`src/hw/power_mode_consts.vh`:
```
`ifndef POWER_MODE_CONSTS_VH
`define POWER_MODE_CONSTS_VH
// ****************************************
// Register addresses
// ****************************************
`define POWER_MODE_CTRL_ADDR 8'h87
`define PROGRAM_STORE_CTRL_ADDR 8'h8f
`define ARITH_WORKING_REG_ADDR 8'he0
// ****************************************
// Field positions and reset values
// ****************************************
`define IDLE_SEL_BIT 0
`define STOP_SEL_BIT 1
`define PS_WRITE_EN_BIT 0
`define POWER_MODE_CTRL_RST 8'h00
`define PROGRAM_STORE_CTRL_RST 8'h00
`define ARITH_WORKING_REG_RST 8'h00
`define RESET_VECTOR 16'h0000
// ****************************************
// Program memory map
// ****************************************
`define FLASH_END_8K 16'h1fff
`define FLASH_RESERVED_ABOVE_8K 16'h1dff
`define FLASH_END_4K 16'h0fff
`define FLASH_END_2K 16'h07ff
`define VARIANT_8K 2'h0
`define VARIANT_4K 2'h1
`define VARIANT_2K 2'h2
// ****************************************
// Timing
// ****************************************
`define CLK_PERIOD_NS 50
`define CLOCK_LOSS_TIMEOUT_US 100
`define CLOCK_LOSS_CYCLES ((`CLOCK_LOSS_TIMEOUT_US * 1000) / `CLK_PERIOD_NS)
`endif

```
`src/hw/cpu_power_mode_control.v`:
```
// Function
// - Idle entered only after the writing instruction completes; processor halts.
// - In idle, contents kept; clocks and peripherals keep running.
// - Enabled interrupt in idle clears idle bit and restarts processor.
// - After interrupt return, execution resumes after the idle-setting instruction.
// - Reset ending idle runs normal reset sequence from address zero.
// - Enabled watchdog keeps counting in idle; expiry resets and ends idle.
// - Stop after writing instruction: halt oscillator, processor, digital peripherals.
// - In stop, only clock-loss detector active; analog enables unchanged.
// - Stop exits only by reset, then fetch from zero; interrupts ignored.
// - Enabled clock-loss detector resets after 100 us, ending stop.
// - Program and data spaces overlap; instruction type selects space.
// - 8 kB variant flash 0 to 0x1fff, above 0x1dff reserved.
// - 4 kB flash ends 0x0fff, 2 kB flash ends 0x07ff.
// - Program memory read-only unless store write enable set; then writes redirect.
`timescale 1ns/10ps
`default_nettype none
`include "power_mode_consts.vh"
module cpu_power_mode_control #(
  parameter [31:0] CLOCK_LOSS_CYCLES = `CLOCK_LOSS_CYCLES,
  parameter [1:0] VARIANT = `VARIANT_8K
) (
  // Clock and reset
  input wire clk_i,
  input wire reset_i,
  // Special register port
  input wire sfr_wr_i,
  input wire [7:0] sfr_addr_i,
  input wire [7:0] sfr_wdata_i,
  output reg [7:0] sfr_rdata_o,
  // Processor hooks
  input wire instr_done_i,
  input wire irq_pending_i,
  input wire watchdog_expire_i,
  input wire clock_loss_en_i,
  input wire ext_reset_i,
  output reg cpu_halt_o,
  output reg periph_clk_en_o,
  output reg int_osc_en_o,
  output reg irq_service_o,
  output reg core_reset_o,
  output reg [15:0] fetch_vector_o,
  // Memory access
  input wire mem_req_i,
  input wire mem_is_code_i,
  input wire mem_wr_i,
  input wire [15:0] mem_addr_i,
  output reg code_sel_o,
  output reg code_wr_o,
  output reg mem_reserved_o
);
  // ****************************************
  // States
  // ****************************************
  localparam [2:0] ST_RUN = 3'b001;
  localparam [2:0] ST_IDLE = 3'b010;
  localparam [2:0] ST_STOP = 3'b100;
  reg [2:0] state_r;
  reg [2:0] state_nxt;
  // ****************************************
  // Registers
  // ****************************************
  reg [7:0] power_mode_ctrl_r;
  reg [7:0] program_store_ctrl_r;
  reg [7:0] arith_working_reg_r;
  reg idle_req_r;
  reg stop_req_r;
  reg [31:0] loss_cnt_r;
  reg [2:0] ext_sync_r;
  reg ext_rst_r;
  wire ext_rst = ext_rst_r;
  wire loss_fire = clock_loss_en_i && (loss_cnt_r >= CLOCK_LOSS_CYCLES - 32'd1);
  wire wr_power_mode_ctrl = sfr_wr_i && (sfr_addr_i == `POWER_MODE_CTRL_ADDR);
  // ****************************************
  // Internal reset sources
  // ****************************************
  wire watchdog_rst = watchdog_expire_i && (state_r != ST_STOP);
  wire loss_rst = loss_fire && (state_r == ST_STOP);
  wire any_rst = ext_rst | watchdog_rst | loss_rst;
  // ****************************************
  // External reset synchroniser
  // ****************************************
  always @(posedge clk_i or posedge reset_i) begin
    if (reset_i) begin
      ext_sync_r <= 3'h0;
      ext_rst_r <= 1'h0;
    end else begin
      ext_sync_r <= {ext_sync_r[1:0], ext_reset_i};
      // Level taken once second and third stages agree
      if (ext_sync_r[1] == ext_sync_r[2]) begin
        ext_rst_r <= ext_sync_r[2];
      end
    end
  end
  // ****************************************
  // State machine
  // ****************************************
  always @* begin
    state_nxt = state_r;
    case (state_r)
      ST_RUN: begin
        if (stop_req_r && instr_done_i) begin
          state_nxt = ST_STOP;
        end else if (idle_req_r && instr_done_i) begin
          state_nxt = ST_IDLE;
        end
      end
      ST_IDLE: begin
        if (irq_pending_i) begin
          state_nxt = ST_RUN;
        end
      end
      ST_STOP: begin
        state_nxt = ST_STOP;
      end
      default: begin
        state_nxt = ST_RUN;
      end
    endcase
    if (any_rst) begin
      state_nxt = ST_RUN;
    end
  end
  always @(posedge clk_i or posedge reset_i) begin
    if (reset_i) begin
      state_r <= ST_RUN;
    end else begin
      state_r <= state_nxt;
    end
  end
  // ****************************************
  // Mode outputs
  // ****************************************
  always @(posedge clk_i or posedge reset_i) begin
    if (reset_i) begin
      cpu_halt_o <= 1'h0;
      periph_clk_en_o <= 1'h1;
      int_osc_en_o <= 1'h1;
      irq_service_o <= 1'h0;
      core_reset_o <= 1'h0;
      fetch_vector_o <= `RESET_VECTOR;
    end else begin
      core_reset_o <= any_rst;
      fetch_vector_o <= `RESET_VECTOR;
      irq_service_o <= (state_r == ST_IDLE) && irq_pending_i && !any_rst;
      cpu_halt_o <= (state_nxt != ST_RUN);
      periph_clk_en_o <= (state_nxt != ST_STOP);
      int_osc_en_o <= (state_nxt != ST_STOP);
    end
  end
  // ****************************************
  // Clock-loss counter
  // ****************************************
  always @(posedge clk_i or posedge reset_i) begin
    if (reset_i) begin
      loss_cnt_r <= 32'h0;
    end else if (state_r == ST_STOP && clock_loss_en_i && !loss_fire) begin
      loss_cnt_r <= loss_cnt_r + 32'h1;
    end else begin
      loss_cnt_r <= 32'h0;
    end
  end
  // ****************************************
  // Control registers
  // ****************************************
  always @(posedge clk_i or posedge reset_i) begin
    if (reset_i) begin
      power_mode_ctrl_r <= `POWER_MODE_CTRL_RST;
      program_store_ctrl_r <= `PROGRAM_STORE_CTRL_RST;
      arith_working_reg_r <= `ARITH_WORKING_REG_RST;
      idle_req_r <= 1'h0;
      stop_req_r <= 1'h0;
    end else if (any_rst) begin
      power_mode_ctrl_r <= `POWER_MODE_CTRL_RST;
      program_store_ctrl_r <= `PROGRAM_STORE_CTRL_RST;
      idle_req_r <= 1'h0;
      stop_req_r <= 1'h0;
    end else begin
      if (wr_power_mode_ctrl) begin
        power_mode_ctrl_r <= {6'h00, sfr_wdata_i[`STOP_SEL_BIT], sfr_wdata_i[`IDLE_SEL_BIT]};
        idle_req_r <= sfr_wdata_i[`IDLE_SEL_BIT];
        stop_req_r <= sfr_wdata_i[`STOP_SEL_BIT];
      end else if (state_r == ST_RUN && instr_done_i) begin
        idle_req_r <= 1'h0;
        stop_req_r <= 1'h0;
      end
      if (state_r == ST_IDLE && irq_pending_i) begin
        power_mode_ctrl_r[`IDLE_SEL_BIT] <= 1'h0;
      end
      if (sfr_wr_i && sfr_addr_i == `PROGRAM_STORE_CTRL_ADDR) begin
        program_store_ctrl_r <= {7'h00, sfr_wdata_i[`PS_WRITE_EN_BIT]};
      end
      if (sfr_wr_i && sfr_addr_i == `ARITH_WORKING_REG_ADDR) begin
        arith_working_reg_r <= sfr_wdata_i;
      end
    end
  end
  // ****************************************
  // Register read
  // ****************************************
  always @* begin
    case (sfr_addr_i)
      `POWER_MODE_CTRL_ADDR: sfr_rdata_o = {6'h00, power_mode_ctrl_r[1:0]};
      `PROGRAM_STORE_CTRL_ADDR: sfr_rdata_o = program_store_ctrl_r;
      `ARITH_WORKING_REG_ADDR: sfr_rdata_o = arith_working_reg_r;
      default: sfr_rdata_o = 8'h00;
    endcase
  end
  // ****************************************
  // Program memory map
  // ****************************************
  reg [15:0] flash_end;
  always @* begin
    case (VARIANT)
      `VARIANT_4K: flash_end = `FLASH_END_4K;
      `VARIANT_2K: flash_end = `FLASH_END_2K;
      default: flash_end = `FLASH_RESERVED_ABOVE_8K;
    endcase
  end
  // ****************************************
  // Access decode
  // ****************************************
  wire ps_wen = program_store_ctrl_r[`PS_WRITE_EN_BIT];
  always @* begin
    code_sel_o = mem_req_i && (mem_is_code_i || (mem_wr_i && ps_wen));
    code_wr_o = mem_req_i && mem_wr_i && !mem_is_code_i && ps_wen;
    mem_reserved_o = code_sel_o && (mem_addr_i > flash_end);
  end
endmodule
`default_nettype wire

```
`config.mk`:
```
export PLATFORM = sky130hd
export DESIGN_NAME = cpu_power_mode_control
export DESIGN_NICKNAME = d
export VERILOG_FILES = /design/src/hw/cpu_power_mode_control.v
export VERILOG_INCLUDE_DIRS = /design/src /design/src/hw
export SDC_FILE = /design/constraint.sdc
export NUM_CORES = 1
export LEC_CHECK = 0
export ABC_CLOCK_PERIOD_IN_PS = 5400
export BUFFER_PORTS_ARGS = -buffer_cell sky130_fd_sc_hd__buf_2
export CAP_MARGIN = 10
export CORE_ASPECT_RATIO = 1.5
export CORE_MARGIN = 2
export CORE_UTILIZATION = 40
export CTS_CLUSTER_SIZE = 20
export DETAILED_ROUTE_END_ITERATION = 12
export GPL_ROUTABILITY_DRIVEN = 0
export HOLD_SLACK_MARGIN = 0.1
export PLACE_DENSITY = 0.69
export SYNTH_ARGS = -nofsm -noshare
export SYNTH_HDL_FRONTEND = slang
export SYNTH_SLANG_ARGS = --single-unit
```
`constraint.sdc`:
```
create_clock -name clk_i -period 5.4 [get_ports clk_i]
set_input_delay 0.54 -clock clk_i [delete_from_list [all_inputs] [get_ports clk_i]]
set_output_delay 0.54 -clock clk_i [all_outputs]
set_load 0.01 [all_outputs]
```
# ---- After elaboration in Yosys (flattened, before gate mapping)
# Index checks and enable logic that the tools add are counted.
dict set report word_totals {
  output_inout_bits 32
  word_cells 75
  in_bits 43
  ff_bits 63
}
dict set report classes {
  n_eq_ne 10
  mux 17
  bitwise_logic 3
  addsub 1
  magnitude_cmp 2
  reduce_logical 28
}
# operator count
set ops {}
lappend ops {{32-bit by 1-bit adder with 32-bit output, second input constant} 1}
lappend ops {{32-bit by 11-bit greater-or-equal comparator with 1-bit output, second input constant} 1}
lappend ops {{32-bit 2-to-1 mux} 1}
lappend ops {{8-bit equality test, second input constant} 3}
lappend ops {{8-bit case mux with 3 select lines} 1}
lappend ops {{1-bit logical AND} 19}
lappend ops {{16-bit by 13-bit > comparator with 1-bit output, second input constant} 1}
lappend ops {{8-bit 2-to-1 mux} 2}
lappend ops {{3-bit 2-to-1 mux} 4}
lappend ops {{3-bit case mux with 3 select lines} 1}
lappend ops {{1-bit 2-to-1 mux} 6}
lappend ops {{3-bit inequality test, second input constant} 2}
lappend ops {{3-bit nonzero test} 2}
lappend ops {{2-bit 2-to-1 mux} 2}
lappend ops {{2-bit nonzero test} 2}
lappend ops {{3-bit by 1-bit equality test with 1-bit output, second input constant} 1}
lappend ops {{3-bit by 2-bit equality test with 1-bit output, second input constant} 1}
lappend ops {{3-bit equality test, second input constant} 1}
lappend ops {{1-bit logical NOT} 3}
lappend ops {{3-bit by 1-bit inequality test with 1-bit output, second input constant} 1}
lappend ops {{1-bit OR} 2}
lappend ops {{2-bit AND reduction} 1}
lappend ops {{1-bit equality test} 1}
lappend ops {{1-bit logical OR} 1}
lappend ops {{1-bit NOT} 1}

# ---- Depth between registers and ports, before layout
# Gate-level depths: netlist of run 1.
dict set report logic_depth {
  word_depth 6
  depth_mapped 7
  depth_no_buf 6
}

# ---- Worst setup path before layout of run 1
# No wires, ideal clock.
dict set report synth_timing {
  kind {input-to-output}
  startpoint {input port sfr_addr_i[5]}
  endpoint {output port sfr_rdata_o[1]}
  arrival_time_ps 1440
  n_path_buf 0
  t_required_ps 4860
  stages 3
  setup_slack_ps 3420
  cell_sequence {or3b_2 nor2_1 a32o_1}
}
dict set report synth_between {
  elab_chain_len 2
  word_cells_on_any_way 4
  cone_classes {3 x eq/ne; 1 x mux}
}
# item line
set synth_rtl {}
lappend synth_rtl {{start: declaration} cpu_power_mode_control.v:28} ;# input wire [7:0] sfr_addr_i,
lappend synth_rtl {{8-bit equality test} cpu_power_mode_control.v:202} ;# case (sfr_addr_i)
lappend synth_rtl {{8-bit case mux with 3 select lines (*)} cpu_power_mode_control.v:202}
lappend synth_rtl {{end: declaration} cpu_power_mode_control.v:30} ;# output reg [7:0] sfr_rdata_o,
# Mark *: on every way between the ends. The rest lies on a longest branch, timed or not.

# ---- Worst setup path in the final report of run 1
dict set report layout_timing {
  startpoint {input port sfr_addr_i[3]}
  endpoint {output port sfr_rdata_o[0]}
}
# The elaborated chain is that of the path after synthesis.

==> metrics, run 1 <==
Synth cell types=46; min cycle time layout=2.30 ns; status=finished, final reports clean; IR drop worst, VDD=around 0.00015 V; Ant. Diodes=0; Reg2Reg Setup Slack=approximately 3.3 ns; Vias=between 1500 and 2000; H-Tree Depth=2; Final #Nets=just over 300; Boundary Pins=75; Critical Path Start=sfr_addr_i[3]; Area contributors post-synth=dfrtp_1 (57%), buf_4 (5.4%), mux2_2 (4.3%), nor2_1 (4.0%), dfstp_2 (2.2%); Starting Density=0.412; Worst EP arrival=around 1.8 ns; Critical R2R Launch=loss_cnt_r[0]; Clock Tree Buf Depth=2; antenna-violating nets left=0; Setup crit end kind=output pin; worst endpoint required time=a little under 5 ns; # Post-CTS Setup Buffers=0; Initial DRC Count=40; largest net degree at the start of global routing=57; initial antenna violation count=0; Lkg Pwr=about 1.3 nW; Post-synth EDFFs=0; RSZ-0062 raised after global routing=false; hold_ws=about 0.33 ns; Synth Cell Area=between 2000 and 2500 µm²; Num Clock Sinks=56; DR DRC count=0; Synth Flop Type=dfrtp_1; Syn Area/Cell=between 10 and 15 µm²; Crit Reg-Reg Endpoint=state_r[0]; area delta synth->final=18.0%; later-pin clock latency in the skew report=about 0.30 ns; clk_skew=approximately 0.0047 ns; Final HPWL DP=roughly 2.8 mm; design area=2800 µm²; global-route wire length before repair=6.37 mm; setup TNS=0 ns; cts hold-fix bufs=0; final setup violation count=0; vias in the first global route=~1500; clock transition at the registers of the reported paths=approximately 0.090 ns; Yosys top cell by area=dfrtp_1; number of synthesized register bits=56; critical path startpoint category=input pin; Final Hold Violating Endpoints=0; ratio of cells with drive above 1 in the final layout=0.287; sequential area share after synthesis=0.593; total die area=between 6000 and 7000 µm²; Final Cycle Share=0.426; TritonCTS clock tree=built; ys async rst share=1.00; CTS resizes=0; Hold Crit Class=in -> reg; Total GRT Usage=0.127; cells after synthesis=194; num rows=34; Worst Reg-to-Reg Cells=6; Max Cap Viol=0; area share of the largest cell type after synthesis=0.571; drt pass-1 iters=2; count of pins over their slew limit=0; CTS Root Cell=clkbuf_8; total wire length=between 3 and 4 mm; crit path capture=sfr_rdata_o[0]; per-cell routed wire length=10.8 µm; clock buffer count from CTS=5; Slew headroom=0.490; Crit Path Max Fanout=9; synth warn=0; Die Y-Extent=just under 100 µm; DR vias/cell=4.52; Fmax=between 400 and 500 MHz; GRT overflow=0; power per cell area=252 nW/µm²; Setup CP Type=in -> out; Port Buffers=just under 50; placed cell areas=2700 µm²; die width=around 67 µm; core area=about 5700 µm²; Worst-Margin Slew=0.760 ns
[worst min-delay path by stage]
stage	start	cells past startpoint	endpoint
floorplan	ext_sync_r[0]	0	ext_sync_r[1]
global placement	ext_sync_r[0]	0	ext_sync_r[1]
detailed placement	ext_sync_r[0]	0	ext_sync_r[1]
CTS	ext_reset_i	1	ext_sync_r[0]
global route	ext_reset_i	1	ext_sync_r[0]
finish	ext_reset_i	1	ext_sync_r[0]
[registers in the layout, indices dropped and copies added (netlist names)]
signal and flops:
arith_working_reg_r 8, core_reset_o 1, cpu_halt_o 1, ext_rst 1, ext_sync_r 3, idle_req_r 1, int_osc_en_o 1, irq_service_o 1
loss_cnt_r 32, power_mode_ctrl_r 2, program_store_ctrl_r 1, state_r 3, stop_req_r 1
[critical path, cell delays in order]
cell	delay, ns
buf_2	0.14
nor4bb_1	0.27
and4b_1	0.47
a22o_1	0.21
buf_2	0.12
[cell families after synthesis]
group / after synthesis / share of synthesized area
mux: 12 / 0.0555
flops: 56 / 0.593
xor+xnor: 10 / 0.0370
buf+inv: 26 / 0.0724
compound gates: 15 / 0.0555
simple gates: 72 / 0.176
fa+ha+maj: 2 / 0.00951
other cells: 1 / 0.00158
[metrics by stage]
| stage | worst slack (ns) | cells | utilization | total power, mW |
|---|---|---|---|---|
| floorplan | 3.42 | 230 | - | 0.473 |
| global placement | 3.12 | 332 | 0.470 | 0.483 |
| detailed placement | 3.08 | 332 | 0.470 | 0.484 |
| CTS | 3.07 | 340 | 0.487 | 0.716 |
| global route | 3.01 | 340 | 0.487 | 0.739 |
| finish | 3.10 | 340 | 0.487 | 0.705 |
[layer usage]
layer	up-vias	GRT usage	wire, µm
li1	753	-	-
met1	741	0.145	1450
met2	37	0.218	1990
met3	7	0.0253	162
met4	0	0.0659	91
met5	-	0	0
[report_power, final]
part / internal (mW) / switching (mW)
clock network: 0.104 / 0.127
logic: 0.0148 / 0.0261
registers: 0.430 / 0.00346
total: 0.549 / 0.156
[cell type report]
type / count / area, µm²
Fill cell: 562 / 2950
Sequential cell: 56 / 1400
Multi-Input combinational cell: 148 / 928
Timing Repair Buffer: 50 / 253
Tap cell: 72 / 90.1
Clock buffer: 6 / 82.6
Inverter: 6 / 22.5
Clock inverter: 2 / 15.0
[synth_stat cells, types with 2 or more instances]
cell      instances
a22oi_1           2
and2_1            8
and3_1            2
buf_2             2
buf_4            17
dfrtp_1          54
dfstp_2           2
inv_1             6
mux2_2            9
mux2i_1           3
nand2_1           8
nand3_1           3
nand4_1           3
nand4b_1          2
nor2_1           25
nor3_1            4
nor4_1            4
nor4bb_1          2
o21a_1            2
o21ai_0           2
xnor2_1           5
xor2_1            5
[layout by cell type (no fill, tap or decap), drive strengths merged, types with 2 or more instances in the layout]
master	netlist	final
nand4b	2	2
clkinvlp	0	2
inv	6	6
conb	1	37
nor4	5	5
o21a	2	2
o21ai	3	3
a22oi	2	2
buf	20	50
clkbuf	0	6
dfstp	2	2
and3	2	2
dfrtp	54	54
nor2	25	25
nand4	3	3
nand2	8	8
nor4bb	2	2
nand3	3	3
mux2i	3	3
xnor2	5	5
and2	8	8
mux2	9	9
xor2	5	5
nor3	5	5
(Power assumes the default switching activity.)
==> run 2, diff against run 1 <==
- ABC_CLOCK_PERIOD_IN_PS: 5400 -> 2200
- clock period: 5.4 -> 2.2 ns (I/O delays scaled with it)
==> run 2 against run 1 <==
  * Routed wire length rose by 8.1%
  * Critical endpoint is now arith_working_reg_r[6]
  * Global-route usage rose by 0.98 points
  * Combinational power rose to 2.6 times the previous value
==> metrics, run 2 (same netlist as run 1, synthesis figures left out) <==
status=finished, final reports clean (unchanged); Final HPWL DP=2.95 mm (was 2.75 mm); critical path startpoint category=flip-flop (was input pin); largest net degree at the start of global routing=31 (was 57); total wire length=3.98 mm (was 3.69 mm); Setup crit end kind=flip-flop (was output pin); Fmax=481 MHz; later-pin clock latency in the skew report=0.31 ns (was 0.30 ns); Crit Path Max Fanout=8 (was 9); Starting Density=0.412 (unchanged); IR drop worst, VDD=0.000418 V (was 0.000147 V); total die area=6570 µm² (unchanged); Lkg Pwr=1.37 nW (was 1.34 nW); Port Buffers=49 (unchanged); Slew headroom=0.599 (was 0.490); Die Y-Extent=98.2 µm (unchanged); CTS Root Cell=clkbuf_8 (unchanged); per-cell routed wire length=11.5 µm (was 10.8 µm); DR vias/cell=4.52 (about the same); Clock Tree Buf Depth=2 (unchanged); antenna-violating nets left=0 (unchanged); Boundary Pins=75 (unchanged); Clock power frac=0.319 (was 0.327); drt pass-1 iters=4 (was 2); placed cell areas=2710 µm² (was 2700 µm²); commonest cells after routing, fill and taps aside=dfrtp_1 (54), buf_2 (49), conb_1 (37), nor2_1 (25), mux2_2 (9) (unchanged); die width=66.8 µm (unchanged); Max Cap Viol=0 (unchanged); Setup CP Type=reg -> reg (was in -> out); Worst EP arrival=2.28 ns (was 1.76 ns); num rows=34 (unchanged); GRT overflow=0 (unchanged); final setup violation count=0 (unchanged); area delta synth->final=20.4% (was 18.0%); min cycle time layout=approximately 2.1 ns; ratio of cells with drive above 1 in the final layout=0.297 (was 0.287); H-Tree Depth=2 (unchanged); power per cell area=604 nW/µm² (was 252 nW/µm²); TritonCTS clock tree=built (unchanged); count of pins over their slew limit=0 (unchanged); Final Cycle Share=0.946; Hold Crit Class=in -> reg (unchanged); Num Clock Sinks=56 (unchanged); Largest Register=loss_cnt_r (unchanged); Total GRT Usage=0.137 (was 0.127); clock transition at the registers of the reported paths=0.10 ns (was 0.09 ns); design area=2850 µm² (was 2800 µm²); Comb power frac=0.062 (was 0.058); # fillers=568 (was 562); setup TNS=0 ns (unchanged); Int Power=1.32 mW (was 0.549 mW); P_sw=0.399 mW (was 0.156 mW); vias in the first global route=1521 (was 1513); top flop regs=loss_cnt_r x32, arith_working_reg_r x8 (unchanged); Final Hold Violating Endpoints=0 (unchanged); Vias=1560 (was 1538); Ant. Diodes=0 (unchanged); clock buffer count from CTS=5 (unchanged); initial antenna violation count=0 (unchanged); core area=5740 µm² (unchanged); most common cell after layout, fill and taps aside=dfrtp_1 (unchanged); global-route wire length before repair=6.82 mm (was 6.37 mm); switch share=0.231 (was 0.222); worst endpoint required time=2.40 ns (was 4.86 ns); Initial DRC Count=51 (was 40); number of flip-flops under the largest register name=32 (unchanged); Final #Nets=316 (was 311); Worst-Margin Slew=0.601 ns (was 0.760 ns); Flop pwr share=0.619 (was 0.615); DR DRC count=0 (unchanged); RSZ-0062 raised after global routing=false (unchanged); clk_skew=0.00932 ns (was 0.00466 ns)
## run 2: cell count changes in the layout (fill, tap and decap cells not counted), sizes merged
cell / previous run / this run
buf: 50 / 53
clkinvlp: 2 / 1
dlygate4sd3: 0 / 2
clkinv: 0 / 1
## run 2: path summary, 6_finish.rpt
check | from | end | slack, ns | cells past startpoint
max | loss_cnt_r[0] | arith_working_reg_r[6] | 0.12 | 7
min | sfr_wdata_i[7] | arith_working_reg_r[7] | 0.13 | 2
max reg2reg | loss_cnt_r[0] | arith_working_reg_r[6] | 0.12 | 7
min reg2reg | ext_sync_r[0] | ext_sync_r[1] | 0.34 | 0
max in group asynchronous | reset_i | state_r[1] | 1.01 | 4
min in group asynchronous | reset_i | ext_sync_r[2] | 0.53 | 3
## run 2: power groups by stage
| stage | logic [mW] | registers [mW] | clock network [mW] |
|---|---|---|---|
| 3_5_place_dp | 0.105 | 1.09 | 0 |
| 4_1_cts | 0.108 | 1.07 | 0.567 |
| 5_1_grt | 0.126 | 1.07 | 0.609 |
| 6_report | 0.107 | 1.07 | 0.550 |
| 2_1_floorplan | 0.0761 | 1.08 | 0 |
| 3_3_place_gp | 0.102 | 1.08 | 0 |
## run 2: metrics by stage
| stage | worst slack, ns | power, mW | std cells | util | hold WS, ns |
|---|---|---|---|---|---|
| after floorplan | 0.346 | 1.16 | 230 | - | 0.251 |
| after global placement | 0.0735 | 1.19 | 334 | 0.472 | 0.322 |
| after detailed placement | 0.0217 | 1.19 | 334 | 0.472 | 0.327 |
| after CTS | 0.0107 | 1.74 | 344 | 0.491 | 0.128 |
| after global routing | 0.0149 | 1.80 | 345 | 0.497 | 0.127 |
| final | 0.120 | 1.72 | 345 | 0.497 | 0.135 |
## run 2: timing repair
action | in CTS | in global routing
hold endpoints to repair | 27 | 0
setup endpoints to repair | 0 | 15
resized for setup | 0 | 2
setup buffers | 0 | 1
hold buffers | 2 | 0
## run 2: routing by layer
layer,vias to the layer above,track usage,share of wire
li1,768,-,-
met1,743,0.162,0.41
met2,43,0.228,0.52
met3,6,0.0334,0.041
met4,0,0.0659,0.023
met5,-,0,0
## run 2: layout make-up
cell class,instances,area (µm²),share of cell area
clock inverters,2,16.3,0.00570
multi-input cells,148,938,0.329
clock buffers,6,72.6,0.0254
well taps,72,90.1,0.0316
flip-flops and latches,56,1400,0.492
inverters,6,22.5,0.00790
repair buffers,55,308,0.108
## run 2: critical path: stages (launching register included)
cell	delay, ns
dfrtp_1	0.40
ha_1	0.24
a311oi_2	0.13
nor4b_2	0.37
nor3_2	0.11
o2111ai_4	0.23
buf_12	0.16
mux2_2	0.33
==> run 3, diff against run 2 <==
- CORE_MARGIN: 2 -> 10
==> run 3 against run 2 <==
  * Hold slack better by 0.0068 ns
  * Sequential share of layout area hardly changed
  * Final cell count is 0.29% lower
  * Via count fell by 1.8%
  * Fmax decreased by 0.83%
  * Critical path depth fell by 1
  * Power increased by 5.6%
  * Combinational power about the same
  * Cell area about the same
  * First-iteration DRC count increased by 16%
  * Critical path type unchanged
  * Highest routed layer unchanged
==> metrics, run 3 (same netlist as run 1, synthesis figures left out) <==
status=finished, final reports clean (unchanged); Int Power=1.43 mW (was 1.32 mW); cell family contributing the most delay on the critical path=compound AO/OA/AOI/OAI gates (was simple AND/OR/NAND/NOR gates); Slew headroom=0.635 (was 0.599); Critical R2R Launch=loss_cnt_r[0] (unchanged); placed cell areas=2710 µm² (unchanged); Worst EP arrival=2.29 ns (was 2.28 ns); number of flip-flops under the largest register name=32 (unchanged); Worst Reg-to-Reg Cells=6 (was 7); depth of the worst hold-timing path=2 (unchanged); TritonCTS clock tree=built (unchanged); Worst-Margin Slew=0.547 ns (was 0.601 ns); Lkg Pwr=1.37 nW (about the same); Worst Hold End=arith_working_reg_r[7] (unchanged); later-pin clock latency in the skew report=0.30 ns (was 0.31 ns); PnR Total Power=1.82 mW (was 1.72 mW); Cell Count, Final, Fillers Out=344 (was 345); commonest cells after routing, fill and taps aside=dfrtp_1 (54), buf_2 (49), conb_1 (37), nor2_1 (25), mux2_2 (9) (unchanged); Flop pwr share=0.586 (was 0.619); fin util=0.493 (was 0.497); # Post-CTS Setup Buffers=0 (unchanged); Fmax=477 MHz (was 481 MHz); Largest Register=loss_cnt_r (unchanged); DR DRC count=0 (unchanged); Clock power frac=0.355 (was 0.319); core area=5790 µm² (was 5740 µm²); Clock Tree Buf Depth=2 (unchanged); P_sw=0.384 mW (was 0.399 mW); Crit Path Max Fanout=8 (unchanged); per-cell routed wire length=13.0 µm (was 11.5 µm); antenna-violating nets left=0 (unchanged); Max Cap Viol=0 (unchanged); PnR worst setup slack=0.102 ns (was 0.120 ns); Initial DRC Count=59 (was 51); hold_ws=0.142 ns (was 0.135 ns); design area=2850 µm² (about the same); CP Depth=6 (was 7); count of pins over their slew limit=0 (unchanged); dpl cells=334 (unchanged); global-route wire length before repair=7.51 mm (was 6.82 mm); Total GRT Usage=0.0958 (was 0.137); Slowest cell on crit path=dfrtp_1 (unchanged); die width=82.8 µm (was 66.8 µm); drt pass-1 iters=4 (unchanged); # fillers=558 (was 568); power per cell area=638 nW/µm² (was 604 nW/µm²); num rows=34 (unchanged); Num Clock Sinks=56 (unchanged); CP peak stage delay=0.39 ns (was 0.40 ns); pre-CTS setup slack=0.0312 ns (was 0.0217 ns); Final Hold Violating Endpoints=0 (unchanged); final setup violation count=0 (unchanged); GRT overflow=0 (unchanged); vias in the first global route=1682 (was 1521); clk_skew=0.00805 ns (was 0.00932 ns); Comb power frac=0.059 (was 0.062); Reg2Reg Setup Slack=0.10 ns (was 0.12 ns); Starting Density=0.409 (was 0.412); Hold Crit Class=in -> reg (unchanged); min cycle time layout=2.10 ns (was 2.08 ns); switch share=0.211 (was 0.231); top flop regs=loss_cnt_r x32, arith_working_reg_r x8 (unchanged); Ant. Diodes=0 (unchanged); DR vias/cell=4.45 (was 4.52); Die Y-Extent=114 µm (was 98.2 µm); H-Tree Depth=2 (unchanged); setup TNS=0 ns (unchanged); most common cell after layout, fill and taps aside=dfrtp_1 (unchanged); Final HPWL DP=3.41 mm (was 2.95 mm); RSZ-0062 raised after global routing=false (unchanged); largest net degree at the start of global routing=29 (was 31); Port Buffers=49 (unchanged); Final #Nets=315 (was 316); clock transition at the registers of the reported paths=0.09 ns (was 0.10 ns); CP Cell Sequence=ha_1 > a311oi_2 > nor4b_2 > nor3_2 > o2111ai_4 > mux2_2 (was ha_1 > a311oi_2 > nor4b_2 > nor3_2 > o2111ai_4 > buf_12 > mux2_2); total wire length=4.48 mm (was 3.98 mm); Crit Reg-Reg Endpoint=arith_working_reg_r[3] (was arith_working_reg_r[6]); worst endpoint required time=2.40 ns (about the same); Boundary Pins=75 (unchanged); clock buffer count from CTS=5 (unchanged); worst path bufs/invs=0 (was 1); ratio of cells with drive above 1 in the final layout=0.294 (was 0.297); Vias=1532 (was 1560); total die area=9460 µm² (was 6570 µm²); CTS Root Cell=clkbuf_8 (unchanged); area delta synth->final=20.3% (was 20.4%); Setup CP Type=reg -> reg (unchanged); IR drop worst, VDD=0.000352 V (was 0.000418 V); initial antenna violation count=0 (unchanged); Final Cycle Share=0.953 (was 0.946); critical path startpoint category=flip-flop (unchanged); Setup crit end kind=flip-flop (unchanged); hold_sp=sfr_wdata_i[7] (unchanged)
-- run 3: layout make-up --
| class | instances | area, µm² | share of cell area |
|---|---|---|---|
| clock buffers | 6 | 72.6 | 0.0255 |
| clock inverters | 2 | 35.0 | 0.0123 |
| inverters | 6 | 22.5 | 0.00790 |
| multi-input cells | 148 | 938 | 0.329 |
| flip-flops and latches | 56 | 1400 | 0.493 |
| well taps | 72 | 90.1 | 0.0316 |
| repair buffers | 54 | 288 | 0.101 |
-- run 3: timing repair --
action	4_1_cts	5_1_grt
setup endpoints to repair	0	12
hold endpoints to repair	27	0
hold buffers	2	0
gates resized for setup	0	2
-- run 3: power groups by stage --
stage,Combinational [mW],Clock [mW],Sequential [mW]
2_1_floorplan,0.0761,0,1.08
6_report,0.108,0.646,1.07
3_3_place_gp,0.103,0,1.09
3_5_place_dp,0.105,0,1.09
4_1_cts,0.108,0.671,1.07
5_1_grt,0.124,0.716,1.07
-- run 3: how the worst max path moves through the flow --
stage             startpoint  slack, ns                     end
2_1_floorplan  loss_cnt_r[0]       0.35  arith_working_reg_r[0]
3_3_place_gp   loss_cnt_r[0]       0.07    power_mode_ctrl_r[0]
3_5_place_dp   loss_cnt_r[0]       0.03    power_mode_ctrl_r[0]
4_1_cts        loss_cnt_r[0]      0.005              state_r[0]
5_1_grt        loss_cnt_r[0]       0.02  arith_working_reg_r[3]
6_report       loss_cnt_r[0]       0.10  arith_working_reg_r[3]
-- run 3: metal layers --
layer / part of all wire / wire (µm) / GRT usage
met5: 0 / 0 / 0
met4: 0.035 / 157 / 0.0649
met3: 0.061 / 275 / 0.0328
met2: 0.53 / 2370 / 0.163
met1: 0.37 / 1670 / 0.0971
